**config.mk**
```make
export PLATFORM = sky130hd
export DESIGN_NAME = stt_timer
export DESIGN_NICKNAME = d
export VERILOG_FILES = /design/src/pkg/stt_pkg.sv /design/src/verilog/stt_tick_gen.sv /design/src/verilog/stt_timer.sv
export SDC_FILE = /design/constraint.sdc
export NUM_CORES = 1
export LEC_CHECK = 0
export BUFFER_PORTS_ARGS = -buffer_cell sky130_fd_sc_hd__buf_2
export CAP_MARGIN = 20
export CORE_MARGIN = 8
export CORE_UTILIZATION = 60
export CTS_BUF_LIST = sky130_fd_sc_hd__clkbuf_8 sky130_fd_sc_hd__clkbuf_16
export DETAILED_ROUTE_END_ITERATION = 8
export GPL_ROUTABILITY_DRIVEN = 0
export PLACE_DENSITY = 0.79
export SYNTH_ARGS = -nofsm -noshare
export SYNTH_HDL_FRONTEND = slang
export SYNTH_SLANG_ARGS = --single-unit
```
**constraint.sdc**
```tcl
create_clock -name clk -period 12.98 [get_ports clk]
set_clock_uncertainty 0.15 [all_clocks]
set_input_delay 1.298 -clock clk [delete_from_list [all_inputs] [get_ports clk]]
set_output_delay 1.298 -clock clk [all_outputs]
set_load 0.005 [all_outputs]
```
**src/pkg/stt_pkg.sv**
```systemverilog
// Purpose: Shared constants and types for the scheduling tick timer
// Assumes: clk is the internal processor clock (half the external rate)
// Notes: Register offsets are byte addresses on the plain register port
package stt_pkg;

    // ****************
    // Timing
    // ****************
    localparam int EXT_CLKS_PER_TICK = 256;
    localparam int INT_CLKS_PER_TICK = EXT_CLKS_PER_TICK / 2;
    localparam int TICKS_PER_IDLE_UPD = 32;
    localparam int SLICE_W = 16;
    localparam int MIN_SLICE_TICKS = 16;

    // ****************
    // Register map
    // ****************
    localparam int ADDR_W = 8;
    localparam logic [ADDR_W-1:0] REG_CTRL = 8'h00;
    localparam logic [ADDR_W-1:0] REG_NEXT_SLICE = 8'h04;
    localparam logic [ADDR_W-1:0] REG_REMAIN_SLICE = 8'h08;
    localparam logic [ADDR_W-1:0] REG_IDLE_TIME = 8'h0C;
    localparam logic [ADDR_W-1:0] REG_STATUS = 8'h10;
    localparam logic [ADDR_W-1:0] REG_MASK = 8'h14;
    localparam logic [ADDR_W-1:0] REG_TICK_COUNT = 8'h18;

    localparam int CTRL_W = 3;
    localparam int STAT_W = 4;
    localparam logic [CTRL_W-1:0] CTRL_RESET = 3'h0;
    localparam logic [STAT_W-1:0] STAT_RESET = 4'h0;
    localparam logic [STAT_W-1:0] MASK_RESET = 4'h0;
    localparam logic [SLICE_W-1:0] SLICE_RESET = 16'h0010;

    // Control bits, msb first
    typedef struct packed {
        logic idle_count_en;
        logic slice_evt_en;
        logic exec_timer_en;
    } stt_ctrl_t;

    // Sticky event bits, msb first
    typedef struct packed {
        logic suspended;
        logic lock_granted;
        logic idle_updated;
        logic slice_expired;
    } stt_status_t;

    // Lock spin states, Gray along idle-try-wait-suspend
    typedef enum logic [1:0] {
        LK_IDLE = 2'h0,
        LK_TRY = 2'h1,
        LK_WAIT = 2'h3,
        LK_SUSP = 2'h2
    } stt_lock_state_t;

endpackage

```
**src/verilog/stt_tick_gen.sv**
```systemverilog
// Purpose: Prescaler that turns the internal clock into scheduling ticks
// Assumes: Reset already synchronised by the caller
// Notes: Tick is a one-cycle pulse, counted only while ce is high
`timescale 1ns/10ps
`default_nettype none
module stt_tick_gen #(
    parameter int DIV = stt_pkg::INT_CLKS_PER_TICK
) (
    // Clock and reset
    input wire logic clk,
    input wire logic rst_n,
    input wire logic ce,
    // Tick
    output logic tick
);
    import stt_pkg::*;

    localparam int CW = $clog2(DIV);
    localparam logic [CW-1:0] LAST = CW'(DIV - 1);

    generate
        if (DIV < 2) begin : g_bad_div
            $error("stt_tick_gen: DIV must be at least 2");
        end
    endgenerate

    logic [CW-1:0] phase;

    always_ff @(posedge clk or negedge rst_n) begin
        if (!rst_n) begin
            phase <= '0;
        end else if (ce) begin
            phase <= (phase == LAST) ? '0 : phase + 1'b1;
        end
    end

    assign tick = ce && (phase == LAST);

endmodule
`default_nettype wire

```
**src/verilog/stt_timer.sv**
```systemverilog
// Purpose: Scheduling tick, time slice, idle polling and lock retry pacing
// Assumes: Register strobes are one cycle and never together
// Notes: Read data stand only in the cycle after the read strobe
`timescale 1ns/10ps
`default_nettype none
// Contract
// - A scheduling tick occurs every 256 external or 128 internal clock periods.
// - Only the low 16 bits of the next and remaining slice fields are used.
// - While idle, the dispatch port is polled once per tick.
// - While idle counting is on, the idle-time field is updated every 32 ticks.
// - A message operation meeting a held lock retries it once per tick until taken.
// - With timer and expiry event on, a spinning message operation may be suspended and retries on redispatch.
// - Any other held lock is retried once per tick until taken.
module stt_timer #(
    parameter int TICK_DIV = stt_pkg::INT_CLKS_PER_TICK,
    parameter int IDLE_TICKS = stt_pkg::TICKS_PER_IDLE_UPD
) (
    // Clock, reset, enable
    input wire logic clk,
    input wire logic arst_n,
    input wire logic ce,
    // Register port
    input wire logic [stt_pkg::ADDR_W-1:0] reg_addr,
    input wire logic [31:0] reg_wdata,
    input wire logic reg_wr,
    input wire logic reg_rd,
    output logic [31:0] reg_rdata,
    // Processor state
    input wire logic cpu_idle,
    output logic dispatch_poll,
    // Lock pacing
    input wire logic lock_req,
    input wire logic lock_is_msg,
    input wire logic lock_held,
    input wire logic redispatch,
    output logic lock_try,
    output logic lock_grant,
    output logic suspend_req,
    // Events
    output logic slice_expire,
    output logic irq
);
    import stt_pkg::*;

    localparam int IW = $clog2(IDLE_TICKS);
    localparam logic [IW-1:0] IDLE_LAST = IW'(IDLE_TICKS - 1);

    generate
        if (IDLE_TICKS < 2 || (1 << IW) != IDLE_TICKS) begin : g_bad_idle
            $error("stt_timer: IDLE_TICKS must be a power of two of at least 2");
        end
    endgenerate

    // ****************
    // Reset release
    // ****************
    logic rst_meta;
    logic rst_n;

    always_ff @(posedge clk or negedge arst_n) begin
        if (!arst_n) begin
            rst_meta <= 1'b0;
            rst_n <= 1'b0;
        end else begin
            rst_meta <= 1'b1;
            rst_n <= rst_meta;
        end
    end

    // ****************
    // Tick
    // ****************
    logic tick;

    stt_tick_gen #(
        .DIV(TICK_DIV)
    ) u_tick (
        .clk(clk),
        .rst_n(rst_n),
        .ce(ce),
        .tick(tick)
    );

    // ****************
    // Registers
    // ****************
    stt_ctrl_t ctrl;
    stt_status_t status;
    stt_status_t mask;
    stt_status_t events;
    logic [SLICE_W-1:0] next_slice;
    logic [SLICE_W-1:0] remain;
    logic [31:0] idle_time;
    logic [31:0] tick_count;

    function automatic logic hit(input logic [ADDR_W-1:0] a);
        return ce && reg_wr && (reg_addr == a);
    endfunction

    always_ff @(posedge clk or negedge rst_n) begin
        if (!rst_n) begin
            ctrl <= CTRL_RESET;
            mask <= MASK_RESET;
            next_slice <= SLICE_RESET;
        end else begin
            if (hit(REG_CTRL)) begin
                ctrl <= reg_wdata[CTRL_W-1:0];
            end
            if (hit(REG_MASK)) begin
                mask <= reg_wdata[STAT_W-1:0];
            end
            // Upper half of the slice word is dropped
            if (hit(REG_NEXT_SLICE)) begin
                next_slice <= reg_wdata[SLICE_W-1:0];
            end
        end
    end

    // Sticky status: a new event wins over a write-one clear
    always_ff @(posedge clk or negedge rst_n) begin
        if (!rst_n) begin
            status <= STAT_RESET;
        end else if (ce) begin
            if (hit(REG_STATUS)) begin
                status <= (status & ~stt_status_t'(reg_wdata[STAT_W-1:0])) | events;
            end else begin
                status <= status | events;
            end
        end
    end

    assign irq = |(status & mask);

    always_ff @(posedge clk or negedge rst_n) begin
        if (!rst_n) begin
            reg_rdata <= '0;
        end else if (ce) begin
            reg_rdata <= '0;
            if (reg_rd) begin
                unique case (reg_addr)
                    REG_CTRL: reg_rdata <= 32'(ctrl);
                    REG_NEXT_SLICE: reg_rdata <= 32'(next_slice);
                    REG_REMAIN_SLICE: reg_rdata <= 32'(remain);
                    REG_IDLE_TIME: reg_rdata <= idle_time;
                    REG_STATUS: reg_rdata <= 32'(status);
                    REG_MASK: reg_rdata <= 32'(mask);
                    REG_TICK_COUNT: reg_rdata <= tick_count;
                    default: reg_rdata <= '0;
                endcase
            end
        end
    end

    always_ff @(posedge clk or negedge rst_n) begin
        if (!rst_n) begin
            tick_count <= '0;
        end else if (tick) begin
            tick_count <= tick_count + 32'h00000001;
        end
    end

    // ****************
    // Time slice
    // ****************
    // A slice below the minimum is not clamped; software must keep it legal.
    logic slice_zero;
    assign slice_zero = (remain == SLICE_W'(1));
    assign slice_expire = tick && ctrl.exec_timer_en && slice_zero && ctrl.slice_evt_en;

    always_ff @(posedge clk or negedge rst_n) begin
        if (!rst_n) begin
            remain <= SLICE_RESET;
        end else if (hit(REG_REMAIN_SLICE)) begin
            remain <= reg_wdata[SLICE_W-1:0];
        end else if (tick && ctrl.exec_timer_en && remain != '0) begin
            // Reload from the next slice as the count runs out
            remain <= slice_zero ? next_slice : remain - 1'b1;
        end
    end

    // ****************
    // Idle handling
    // ****************
    logic [IW-1:0] idle_phase;
    logic [31:0] idle_pending;
    logic idle_update;

    assign dispatch_poll = tick && cpu_idle;
    assign idle_update = tick && ctrl.idle_count_en && idle_phase == IDLE_LAST;

    always_ff @(posedge clk or negedge rst_n) begin
        if (!rst_n) begin
            idle_phase <= '0;
        end else if (tick && ctrl.idle_count_en) begin
            idle_phase <= idle_phase + 1'b1;
        end
    end

    // Idle ticks gather here and reach the visible field in batches
    always_ff @(posedge clk or negedge rst_n) begin
        if (!rst_n) begin
            idle_pending <= '0;
            idle_time <= '0;
        end else begin
            if (idle_update) begin
                idle_pending <= 32'(cpu_idle);
                idle_time <= idle_time + idle_pending;
            end else if (tick && ctrl.idle_count_en && cpu_idle) begin
                idle_pending <= idle_pending + 32'h00000001;
            end
            if (hit(REG_IDLE_TIME)) begin
                idle_time <= reg_wdata;
            end
        end
    end

    // ****************
    // Lock spin
    // ****************
    stt_lock_state_t lk_state;
    stt_lock_state_t next_lk_state;
    logic may_suspend;

    assign may_suspend = lock_is_msg && ctrl.exec_timer_en && ctrl.slice_evt_en;
    assign lock_try = ce && lk_state == LK_TRY;
    assign lock_grant = lock_try && !lock_held;
    assign suspend_req = ce && lk_state == LK_WAIT && lock_req && may_suspend
        && slice_expire;

    always_comb begin
        next_lk_state = lk_state;
        unique case (lk_state)
            LK_IDLE: begin
                if (lock_req) begin
                    next_lk_state = LK_TRY;
                end
            end
            LK_TRY: begin
                next_lk_state = lock_held ? LK_WAIT : LK_IDLE;
            end
            LK_WAIT: begin
                if (!lock_req) begin
                    next_lk_state = LK_IDLE;
                end else if (suspend_req) begin
                    next_lk_state = LK_SUSP;
                end else if (tick) begin
                    next_lk_state = LK_TRY;
                end
            end
            LK_SUSP: begin
                if (!lock_req) begin
                    next_lk_state = LK_IDLE;
                end else if (redispatch) begin
                    next_lk_state = LK_TRY;
                end
            end
        endcase
    end

    always_ff @(posedge clk or negedge rst_n) begin
        if (!rst_n) begin
            lk_state <= LK_IDLE;
        end else if (ce) begin
            lk_state <= next_lk_state;
        end
    end

    always_comb begin
        events = STAT_RESET;
        events.slice_expired = slice_expire;
        events.idle_updated = idle_update;
        events.lock_granted = lock_grant;
        events.suspended = suspend_req;
    end

    // ****************
    // Checks
    // ****************
    logic [7:0] since_tick;

    // The spacing checker counts in eight bits only
    generate
        if (TICK_DIV > (1 << $bits(since_tick))) begin : g_bad_chk_div
            $error("stt_timer: TICK_DIV beyond the tick checker range");
        end
    endgenerate

    always_ff @(posedge clk or negedge rst_n) begin
        if (!rst_n) begin
            since_tick <= '0;
        end else if (ce) begin
            since_tick <= tick ? '0 : since_tick + 8'h01;
        end
    end
endmodule
`default_nettype wire

```
==> summary.txt, run 1 <==
STA
  – Time the worst path needs with I/O delays and setup: 4.768 ns
  – Number of slew-limit violations in the final report: 0
  – Number of failing hold endpoints at the final stage: 0
  – Worst-margin pin slew: 1.089 ns
  – Post-route clock period utilization: 36.73%
  – Relative slew slack: 26.98%
  – Peak Freq: 209.7 MHz
  – Setup-failing EPs final: 0
  – Sum Neg Setup Slack: 0 ns
  – RSZ-0062 raised after global routing: false

Floorplanning
  – Core Region: 17840 sq um
  – Number of core rows: 49
  – Initial cell density of the core: 60.87%
  – I/O Pins: 88
  – Vertical extent of the die: about 150 microns
  – Die footprint: 22660 sq um
  – Die X: 150.5 microns

Power and ir drop
  – Combinational fraction of design power: under 10%
  – Static Leak: 5.600 nW
  – Worst supply voltage drop on vdd: 116.1 uV
  – Switching part of the total: 26.20%
  – Total net switching power: 0.0003404 W
  – Internal power of the cells: 0.0009588 W
  – Share of power burned in the clock network: 42.4%
  – Power density over the cells: about 110 nW/um^2
  – Share of total power in sequential cells: about half

Synthesis
  – Syn Nets: roughly 1.3k
  – Post-synthesis sequential element count: 187
  – Post-synthesis cell area: 10860 sq um
  – Count of different cell masters after synthesis: 68
  – Fraction of the mapped netlist area in adder cells: 4.677%
  – Sequential cell area fraction in the yosys report: a little over two fifths
  – Simple-Gate Fraction of Synth Area: 18.09%
  – Ys Warns: 0
  – Area share of xor/xnor cells in the synthesized design: 6.532%
  – Compound-cell area share of the yosys netlist: 19.03%
  – Number of flops mapped to enable cells by yosys: 0
  – Mux contribution to synthesized area: 5.749%
  – Proportion of register bits with asynchronous set or reset after synthesis: 100.0%
  – Avg Cell Area, Syn: 9.322 sq um
  – Count of mapped cells out of synthesis: 1165
  – Main synth FF type: sky130_fd_sc_hd__dfrtp_1
  – Largest family of logic cells by synthesized area: compound AO/OA/AOI/OAI gates

Global route
  – Wire length of the first global-routing pass: 48.02 mm
  – Maximum number of pins on one net before global-route repair: 72
  – Gr usage total: between 20% and 30%
  – Number of antenna violations at the first check in global routing: 0
  – Total global routing overflow: 0
  – Vias in the first global route: 9082

Final layout
  – Fraction of final layout cells sized beyond drive strength 1: between 10% and 20%
  – Count of antenna diodes in the layout: 0
  – Layout overhead on the synthesized area: 11.23%
  – Post-layout nets: 1319
  – Post-route standard cell area excluding fillers: 12080 sq um

Drt
  – Routed via count: 9447
  – Via-per-instance ratio: 6.422
  – Routed wire length: 29.46 mm
  – Violation count after the first detailed-route iteration: 889
  – WL/cell: 20.03 microns
  – Antenna violation net count after detailed routing: 0
  – 1st-pass router iterations: 6
  – Post-route DRC violation count: 0

Run status
  – Outcome: finished, final reports clean

Clocking
  – Worst-skew pair later-pin latency: 0.44 ns
  – Maximum clock insertion buffer count: 2
  – Clock tree from TritonCTS: yes
  – Number of H-tree branching levels: 4
  – Clock sink total: around 190
  – Number of buffers inserted during clock tree synthesis: 17
  – Buffer type at the clock tree root: sky130_fd_sc_hd__clkbuf_16
  – PostCTS Resize Cnt: 0
  – Quantity of hold-fixing buffers added after cts: 0
  – Clock transition at the registers of the reported paths: 0.07 ns
  – Number of setup buffers added after CTS: 0

Place
  – Number of buffers inserted by port buffering: 87
  – HPWL reported at the end of detailed placement: roughly 21 mm
  – Post-place instance area: about 11000 sq um

Critical path
  – Worst EP required: 11.53 ns
  – CP startpoint kind: register
  – Arrival time of data at the critical path endpoint: 3.32 ns
  – Sort of element at the end of the critical path: primary output
  – Start-to-end type of the worst setup path: reg -> out
  – Cells on worst reg2reg path: 11
  – Top fanout value on the critical path: 10

Job
  – Max-cap violations: 0

Worst hold path
  – Hold WC Path Type: reg -> async
[kinds of logic after synthesis]
logic type | count (synthesis)
mux | 55
simple gates | 402
buf+inv | 76
xor+xnor | 81
fa+ha+maj | 40
flops | 187
compound gates | 323
other cells | 1
[cells in the final DEF, fill, tap and decap left out, types with 4 or more instances in the layout]
cell type,instances
sky130_fd_sc_hd__and3_1,19
sky130_fd_sc_hd__clkinvlp_4,4
sky130_fd_sc_hd__mux2_2,23
sky130_fd_sc_hd__a221oi_1,16
sky130_fd_sc_hd__buf_4,9
sky130_fd_sc_hd__buf_2,87
sky130_fd_sc_hd__mux2i_1,26
sky130_fd_sc_hd__ha_1,39
sky130_fd_sc_hd__nor3_1,13
sky130_fd_sc_hd__o22ai_1,14
sky130_fd_sc_hd__o211ai_1,4
sky130_fd_sc_hd__a211oi_1,5
sky130_fd_sc_hd__and4_1,7
sky130_fd_sc_hd__nor3_2,6
sky130_fd_sc_hd__inv_1,21
sky130_fd_sc_hd__a31oi_1,17
sky130_fd_sc_hd__o21ai_1,12
sky130_fd_sc_hd__nor2_1,130
sky130_fd_sc_hd__o2bb2ai_1,32
sky130_fd_sc_hd__nor2b_1,9
sky130_fd_sc_hd__o21bai_1,8
sky130_fd_sc_hd__clkbuf_16,17
sky130_fd_sc_hd__or3_1,17
sky130_fd_sc_hd__nand2_1,118
sky130_fd_sc_hd__o21ai_0,52
sky130_fd_sc_hd__o31ai_1,6
sky130_fd_sc_hd__xnor2_1,48
sky130_fd_sc_hd__dfrtp_1,184
sky130_fd_sc_hd__a21oi_1,98
sky130_fd_sc_hd__nand3_1,28
sky130_fd_sc_hd__a21o_1,17
sky130_fd_sc_hd__nor4_1,5
sky130_fd_sc_hd__nand4_1,23
sky130_fd_sc_hd__o21a_1,6
sky130_fd_sc_hd__a22oi_1,19
sky130_fd_sc_hd__xor2_1,33
[path summary, 6_finish.rpt]
check                                     start  slack (ns)         endpoint
worst min register to register            rst_n        0.21  idle_pending[5]
worst max register to register  idle_pending[0]        9.41    idle_time[20]
max in group asynchronous                 rst_n       10.27    idle_time[26]
min in group clk                       rst_meta        0.21            rst_n
worst max-delay path                  remain[6]        8.21      suspend_req
worst min-delay path                      rst_n        0.21  idle_pending[5]
[metal layers]
metal	share of wire, %	vias to the layer above	global-route usage, %	wire, microns
met5	0	-	0	0
met4	3.3	0	10.64	983
met1	42	4591	35.74	12420
met3	8.2	79	5.591	2419
li1	-	4371	-	-
met2	46	406	41.93	13640
[sequential cells by signal (all words and copies together), names as in the netlist]
name,cells
mask,4
ctrl,3
lk_state,2
remain,16
rst_n,1
u_tick.phase,7
tick_count,32
idle_phase,5
idle_time,32
rst_meta,1
reg_rdata,32
next_slice,16
status,4
idle_pending,32
[worst max-delay path: stages (launching register included)]
cell	delay [ns]
sky130_fd_sc_hd__dfrtp_1	0.41
sky130_fd_sc_hd__or3_1	0.40
sky130_fd_sc_hd__nor4_1	0.68
sky130_fd_sc_hd__and4bb_1	0.36
sky130_fd_sc_hd__and2_1	0.52
sky130_fd_sc_hd__nand4_4	0.20
sky130_fd_sc_hd__nor2_4	0.17
sky130_fd_sc_hd__buf_2	0.13
[layout make-up]
| type | instances | area, sq um |
|---|---|---|
| fill | 1411 | 5761 |
| tap | 229 | 286.5 |
| inverter | 23 | 86.33 |
| timing repair buffer | 98 | 525.5 |
| clock buffer | 18 | 439.2 |
| sequential | 187 | 4686 |
| clock inverter | 14 | 170.2 |
| multi-input combinational | 902 | 5887 |
[per-stage QoR]
step	hold slack (ns)	power, W	worst slack, ns	cells	util, %
finish	0.2051	0.001299	8.212	1471	67.71
global route	0.2228	0.001342	8.056	1471	67.71
CTS	0.2053	0.001300	8.275	1469	67.61
detailed placement	0.1889	0.0007584	8.435	1437	64.19
global placement	0.1840	0.0007545	8.569	1436	64.13
floorplan	0.1812	0.0007192	7.237	1165	-
[power groups by stage]
stage / Clock [W] / Combinational (W) / Sequential (W)
final: 0.000550 / 0.000118 / 0.000630
after global routing: 0.000577 / 0.000132 / 0.000633
after CTS: 0.000552 / 0.000118 / 0.000630
after detailed placement: 0 / 0.000118 / 0.000641
after global placement: 0 / 0.000114 / 0.000640
after floorplan: 0 / 0.0000817 / 0.000638
[cells in the mapped netlist (8+ instances only)]
master	n	area, sq um
sky130_fd_sc_hd__ha_1	39	488.0
sky130_fd_sc_hd__a31oi_1	17	106.4
sky130_fd_sc_hd__xnor2_1	48	420.4
sky130_fd_sc_hd__nand2_1	118	442.9
sky130_fd_sc_hd__nor3_1	15	75.07
sky130_fd_sc_hd__a21oi_1	98	490.5
sky130_fd_sc_hd__nand3_1	28	140.1
sky130_fd_sc_hd__o21ai_0	52	260.3
sky130_fd_sc_hd__or3_1	17	106.4
sky130_fd_sc_hd__xor2_1	33	289.0
sky130_fd_sc_hd__inv_1	21	78.83
sky130_fd_sc_hd__nor2b_1	9	56.30
sky130_fd_sc_hd__a21o_1	17	127.6
sky130_fd_sc_hd__mux2i_1	26	260.3
sky130_fd_sc_hd__and3_1	19	118.9
sky130_fd_sc_hd__clkbuf_1	42	157.7
sky130_fd_sc_hd__nor2_1	130	488.0
sky130_fd_sc_hd__a22oi_1	19	142.6
sky130_fd_sc_hd__o21ai_1	12	60.06
sky130_fd_sc_hd__o2bb2ai_1	32	280.3
sky130_fd_sc_hd__o22ai_1	14	87.58
sky130_fd_sc_hd__o21bai_1	8	60.06
sky130_fd_sc_hd__dfrtp_1	185	4629
sky130_fd_sc_hd__mux2_2	23	259.0
sky130_fd_sc_hd__a221oi_1	16	140.1
sky130_fd_sc_hd__nand4_1	23	143.9
No activity file was read; power rests on OpenSTA's default activity.
==> run 2, diff against run 1 <==
Settings changed: ABC_AREA set to 1, PLACE_DENSITY 0.79 to 0.78.
Clock period 12.98 ns to 4.9 ns, I/O delays scaled along.
==> summary.txt, run 2 <==
STA
  – Number of failing hold endpoints at the final stage: 0
  – RSZ-0062 raised after global routing: false
  – Time the worst path needs with I/O delays and setup: 3.516 ns
  – Peak Freq: 284.4 MHz
  – Post-route clock period utilization: 71.75%
  – Setup-failing EPs final: 0
  – Worst-margin pin slew: 1.270 ns
  – Sum Neg Setup Slack: 0 ns
  – Relative slew slack: 15.33%
  – Number of slew-limit violations in the final report: 0

Job
  – Max-cap violations: 0

Final layout
  – Footprint of the multi-input gates: 6601 sq um
  – Fraction of final layout cells sized beyond drive strength 1: 8.814%
  – Post-layout nets: 1984
  – Top library cells by usage in the layout, fill and taps aside: sky130_fd_sc_hd__nand2_1 (560), sky130_fd_sc_hd__inv_1 (280), sky130_fd_sc_hd__dfrtp_1 (184), sky130_fd_sc_hd__nor2_1 (158), sky130_fd_sc_hd__nand3_1 (143)
  – Most common library cell in the layout ignoring fill and taps: sky130_fd_sc_hd__nand2_1
  – Number of fill cells in the layout: approximately 1.9k
  – Sequential cell area: 4686 sq um
  – Count of antenna diodes in the layout: 0
  – Post-Layout Cell Count: 2181
  – Layout overhead on the synthesized area: 9.497%

Synthesis
  – Post-synthesis cell area: 12580 sq um
  – Avg Cell Area, Syn: 6.898 sq um
  – Count of different cell masters after synthesis: 54
  – Main synth FF type: sky130_fd_sc_hd__dfrtp_1
  – Number of flops mapped to enable cells by yosys: 0
  – Fraction of post-synthesis cell area in the top cell type by area: 36.79%
  – Leading post-synthesis cells by cell area: sky130_fd_sc_hd__dfrtp_1 (37%), sky130_fd_sc_hd__nand2_1 (17%), sky130_fd_sc_hd__inv_1 (8.4%), sky130_fd_sc_hd__nand3_1 (5.7%), sky130_fd_sc_hd__nor2_1 (4.8%)
  – Leading area contributor after synthesis: sky130_fd_sc_hd__dfrtp_1
  – Ys Warns: 0
  – Count of mapped cells out of synthesis: 1824
  – Post-synthesis sequential element count: 187
  – Simple-Gate Fraction of Synth Area: 33.40%
  – Area share of xor/xnor cells in the synthesized design: 3.829%
  – Syn Nets: 1914
  – Sequential cell area fraction in the yosys report: 37.21%
  – Most instantiated library cell after synthesis: sky130_fd_sc_hd__nand2_1
  – Fraction of the mapped netlist area in adder cells: 4.037%
  – Synth cell count leaders: sky130_fd_sc_hd__nand2_1 (560), sky130_fd_sc_hd__inv_1 (280), sky130_fd_sc_hd__dfrtp_1 (185)
  – Proportion of register bits with asynchronous set or reset after synthesis: 100.0%
  – Compound-cell area share of the yosys netlist: 11.13%
  – Largest family of logic cells by synthesized area: simple AND/OR/NAND/NOR gates
  – Mux contribution to synthesized area: 0%

Drt
  – 1st-pass router iterations: 6
  – Routed wire length: approximately 36 mm
  – Violation count after the first detailed-route iteration: 1220
  – Antenna violation net count after detailed routing: 0
  – WL/cell: 16.42 microns
  – Via-per-instance ratio: between 5 and 6
  – Routed via count: ~12k
  – Post-route DRC violation count: 0

Worst hold path
  – Worst Min Path Start: reg_wdata[2]
  – Hold path depth: 3
  – Hold WC Path Type: in -> reg
  – Endpoint of the worst hold path: mask[2]

Place
  – HPWL reported at the end of detailed placement: between 20 and 30 mm
  – Number of cells in the design after placement: 2149
  – Number of buffers inserted by port buffering: between 80 and 90

Floorplanning
  – Vertical extent of the die: 160.8 microns
  – I/O Pins: 88
  – Die X: roughly 160 microns
  – Initial cell density of the core: 60.43%
  – Core Region: 20820 sq um
  – Number of core rows: 53
  – Die footprint: about 26000 sq um

Critical path
  – CP startpoint kind: register
  – Origin of the critical flop-to-flop path: remain[8]
  – Arrival time of data at the critical path endpoint: between 2 and 3 ns
  – Number of stages on the worst setup path: 8
  – Setup slack of the most critical reg-to-reg path: 2.10 ns
  – Critical-path cell list: inv_2, nand2_1, nor2_1, nand2_1, nor2_1, nand3_1, nor4_1, buf_2
  – Slowest cell on the critical path: sky130_fd_sc_hd__nand3_1
  – Kind of cell adding the most delay to the critical path: simple AND/OR/NAND/NOR gates
  – Reg-to-Reg End: remain[12]
  – Start-to-end type of the worst setup path: reg -> out
  – Cells on worst reg2reg path: 9
  – Worst EP required: between 4 and 5 ns
  – Largest stage delay on the critical path: around 0.66 ns
  – Buffer and inverter count on the worst path: 2
  – Sort of element at the end of the critical path: primary output
  – Top fanout value on the critical path: 23

Power and ir drop
  – Power density over the cells: 246.0 nW/um^2
  – Static Leak: about 7.6 nW
  – Worst supply voltage drop on vdd: approximately 210 uV

Global route
  – Maximum number of pins on one net before global-route repair: 186
  – Number of antenna violations at the first check in global routing: 0
  – Total global routing overflow: 0
  – Wire length of the first global-routing pass: 58.02 mm
  – Gr usage total: 27.69%
  – Vias in the first global route: 11.56k

Clocking
  – Clock tree from TritonCTS: yes
  – Maximum clock insertion buffer count: 2
  – PostCTS Resize Cnt: 0
  – Buffer type at the clock tree root: sky130_fd_sc_hd__clkbuf_16
  – Number of buffers inserted during clock tree synthesis: 17
  – Clock transition at the registers of the reported paths: 0.08 ns
  – Number of H-tree branching levels: 4
  – Worst-skew pair later-pin latency: 0.44 ns
  – Clock sink total: about 190

Run status
  – Outcome: finished, final reports clean
==> run 2: how the worst max path moves through the flow <==
| stage | slack [ns] | to | startpoint |
|---|---|---|---|
| 2_1_floorplan | 1.67 | ctrl[0] | rst_n |
| 3_3_place_gp | 1.71 | remain[11] | reg_addr[1] |
| 3_5_place_dp | 1.64 | remain[14] | reg_addr[1] |
| 4_1_cts | 1.49 | suspend_req | remain[10] |
| 5_1_grt | 1.18 | suspend_req | remain[10] |
| 6_report | 1.38 | suspend_req | remain[8] |
==> run 2: worst register-to-register path, cell delays in order, from the launching register on <==
cell and delay (ns):
sky130_fd_sc_hd__dfrtp_1 0.39, sky130_fd_sc_hd__inv_2 0.10, sky130_fd_sc_hd__nand2_1 0.10, sky130_fd_sc_hd__nor2_1 0.25
sky130_fd_sc_hd__nand2_1 0.13, sky130_fd_sc_hd__nor2_1 0.15, sky130_fd_sc_hd__nand3_1 0.66, sky130_fd_sc_hd__or2_2 0.58
sky130_fd_sc_hd__nand3_1 0.09, sky130_fd_sc_hd__o211ai_1 0.08
==> run 2: layout make-up <==
class / count / share of cell area (%)
repair buffers: 93 / 3.596
well taps: 275 / 2.497
multi-input cells: 1307 / 47.92
clock inverters: 13 / 0.9445
inverters: 288 / 7.847
flip-flops and latches: 187 / 34.01
clock buffers: 18 / 3.188
==> run 2: per-layer routing <==
layer	wire, microns	GRT usage [%]
met2	16400	44.82
met3	2802	4.761
met5	0	0
met4	1207	10.65
met1	15390	36.54
==> run 2: logic make-up (layout without fill, tap and decap cells) <==
family / count (synthesis) / after routing
fa+ha+maj: 40 / 40
other cells: 1 / 1
simple gates: 974 / 974
xor+xnor: 55 / 55
flops: 187 / 187
buf+inv: 330 / 412
compound gates: 237 / 237
==> run 2: timing repair <==
item                                    CTS  global route
hold buffers                              1             0
buffers inserted                          0             0
endpoints found under the setup margin    0             0
endpoints found under the hold margin     2             0
==> run 2: through the flow <==
| stage | setup WS, ns | hold WS [ns] | power, W | instance area, sq um | utilization, % |
|---|---|---|---|---|---|
| floorplan | 1.667 | 0.04441 | 0.001925 | 12580 | - |
| global placement | 1.706 | 0.1263 | 0.002029 | 13200 | 63.38 |
| detailed placement | 1.635 | 0.1282 | 0.002041 | 13200 | 63.38 |
| CTS | 1.487 | 0.1301 | 0.003397 | 13780 | 66.16 |
| global route | 1.179 | 0.1357 | 0.003525 | 13780 | 66.16 |
| finish | 1.384 | 0.1346 | 0.003388 | 13780 | 66.16 |
==> run 2: power by group <==
part / internal [W] / switching, W / leakage (nW)
clock: 0.000685 / 0.000689 / 0.275
sequential: 0.00160 / 0.0000527 / 2.24
combinational: 0.000124 / 0.000240 / 5.06
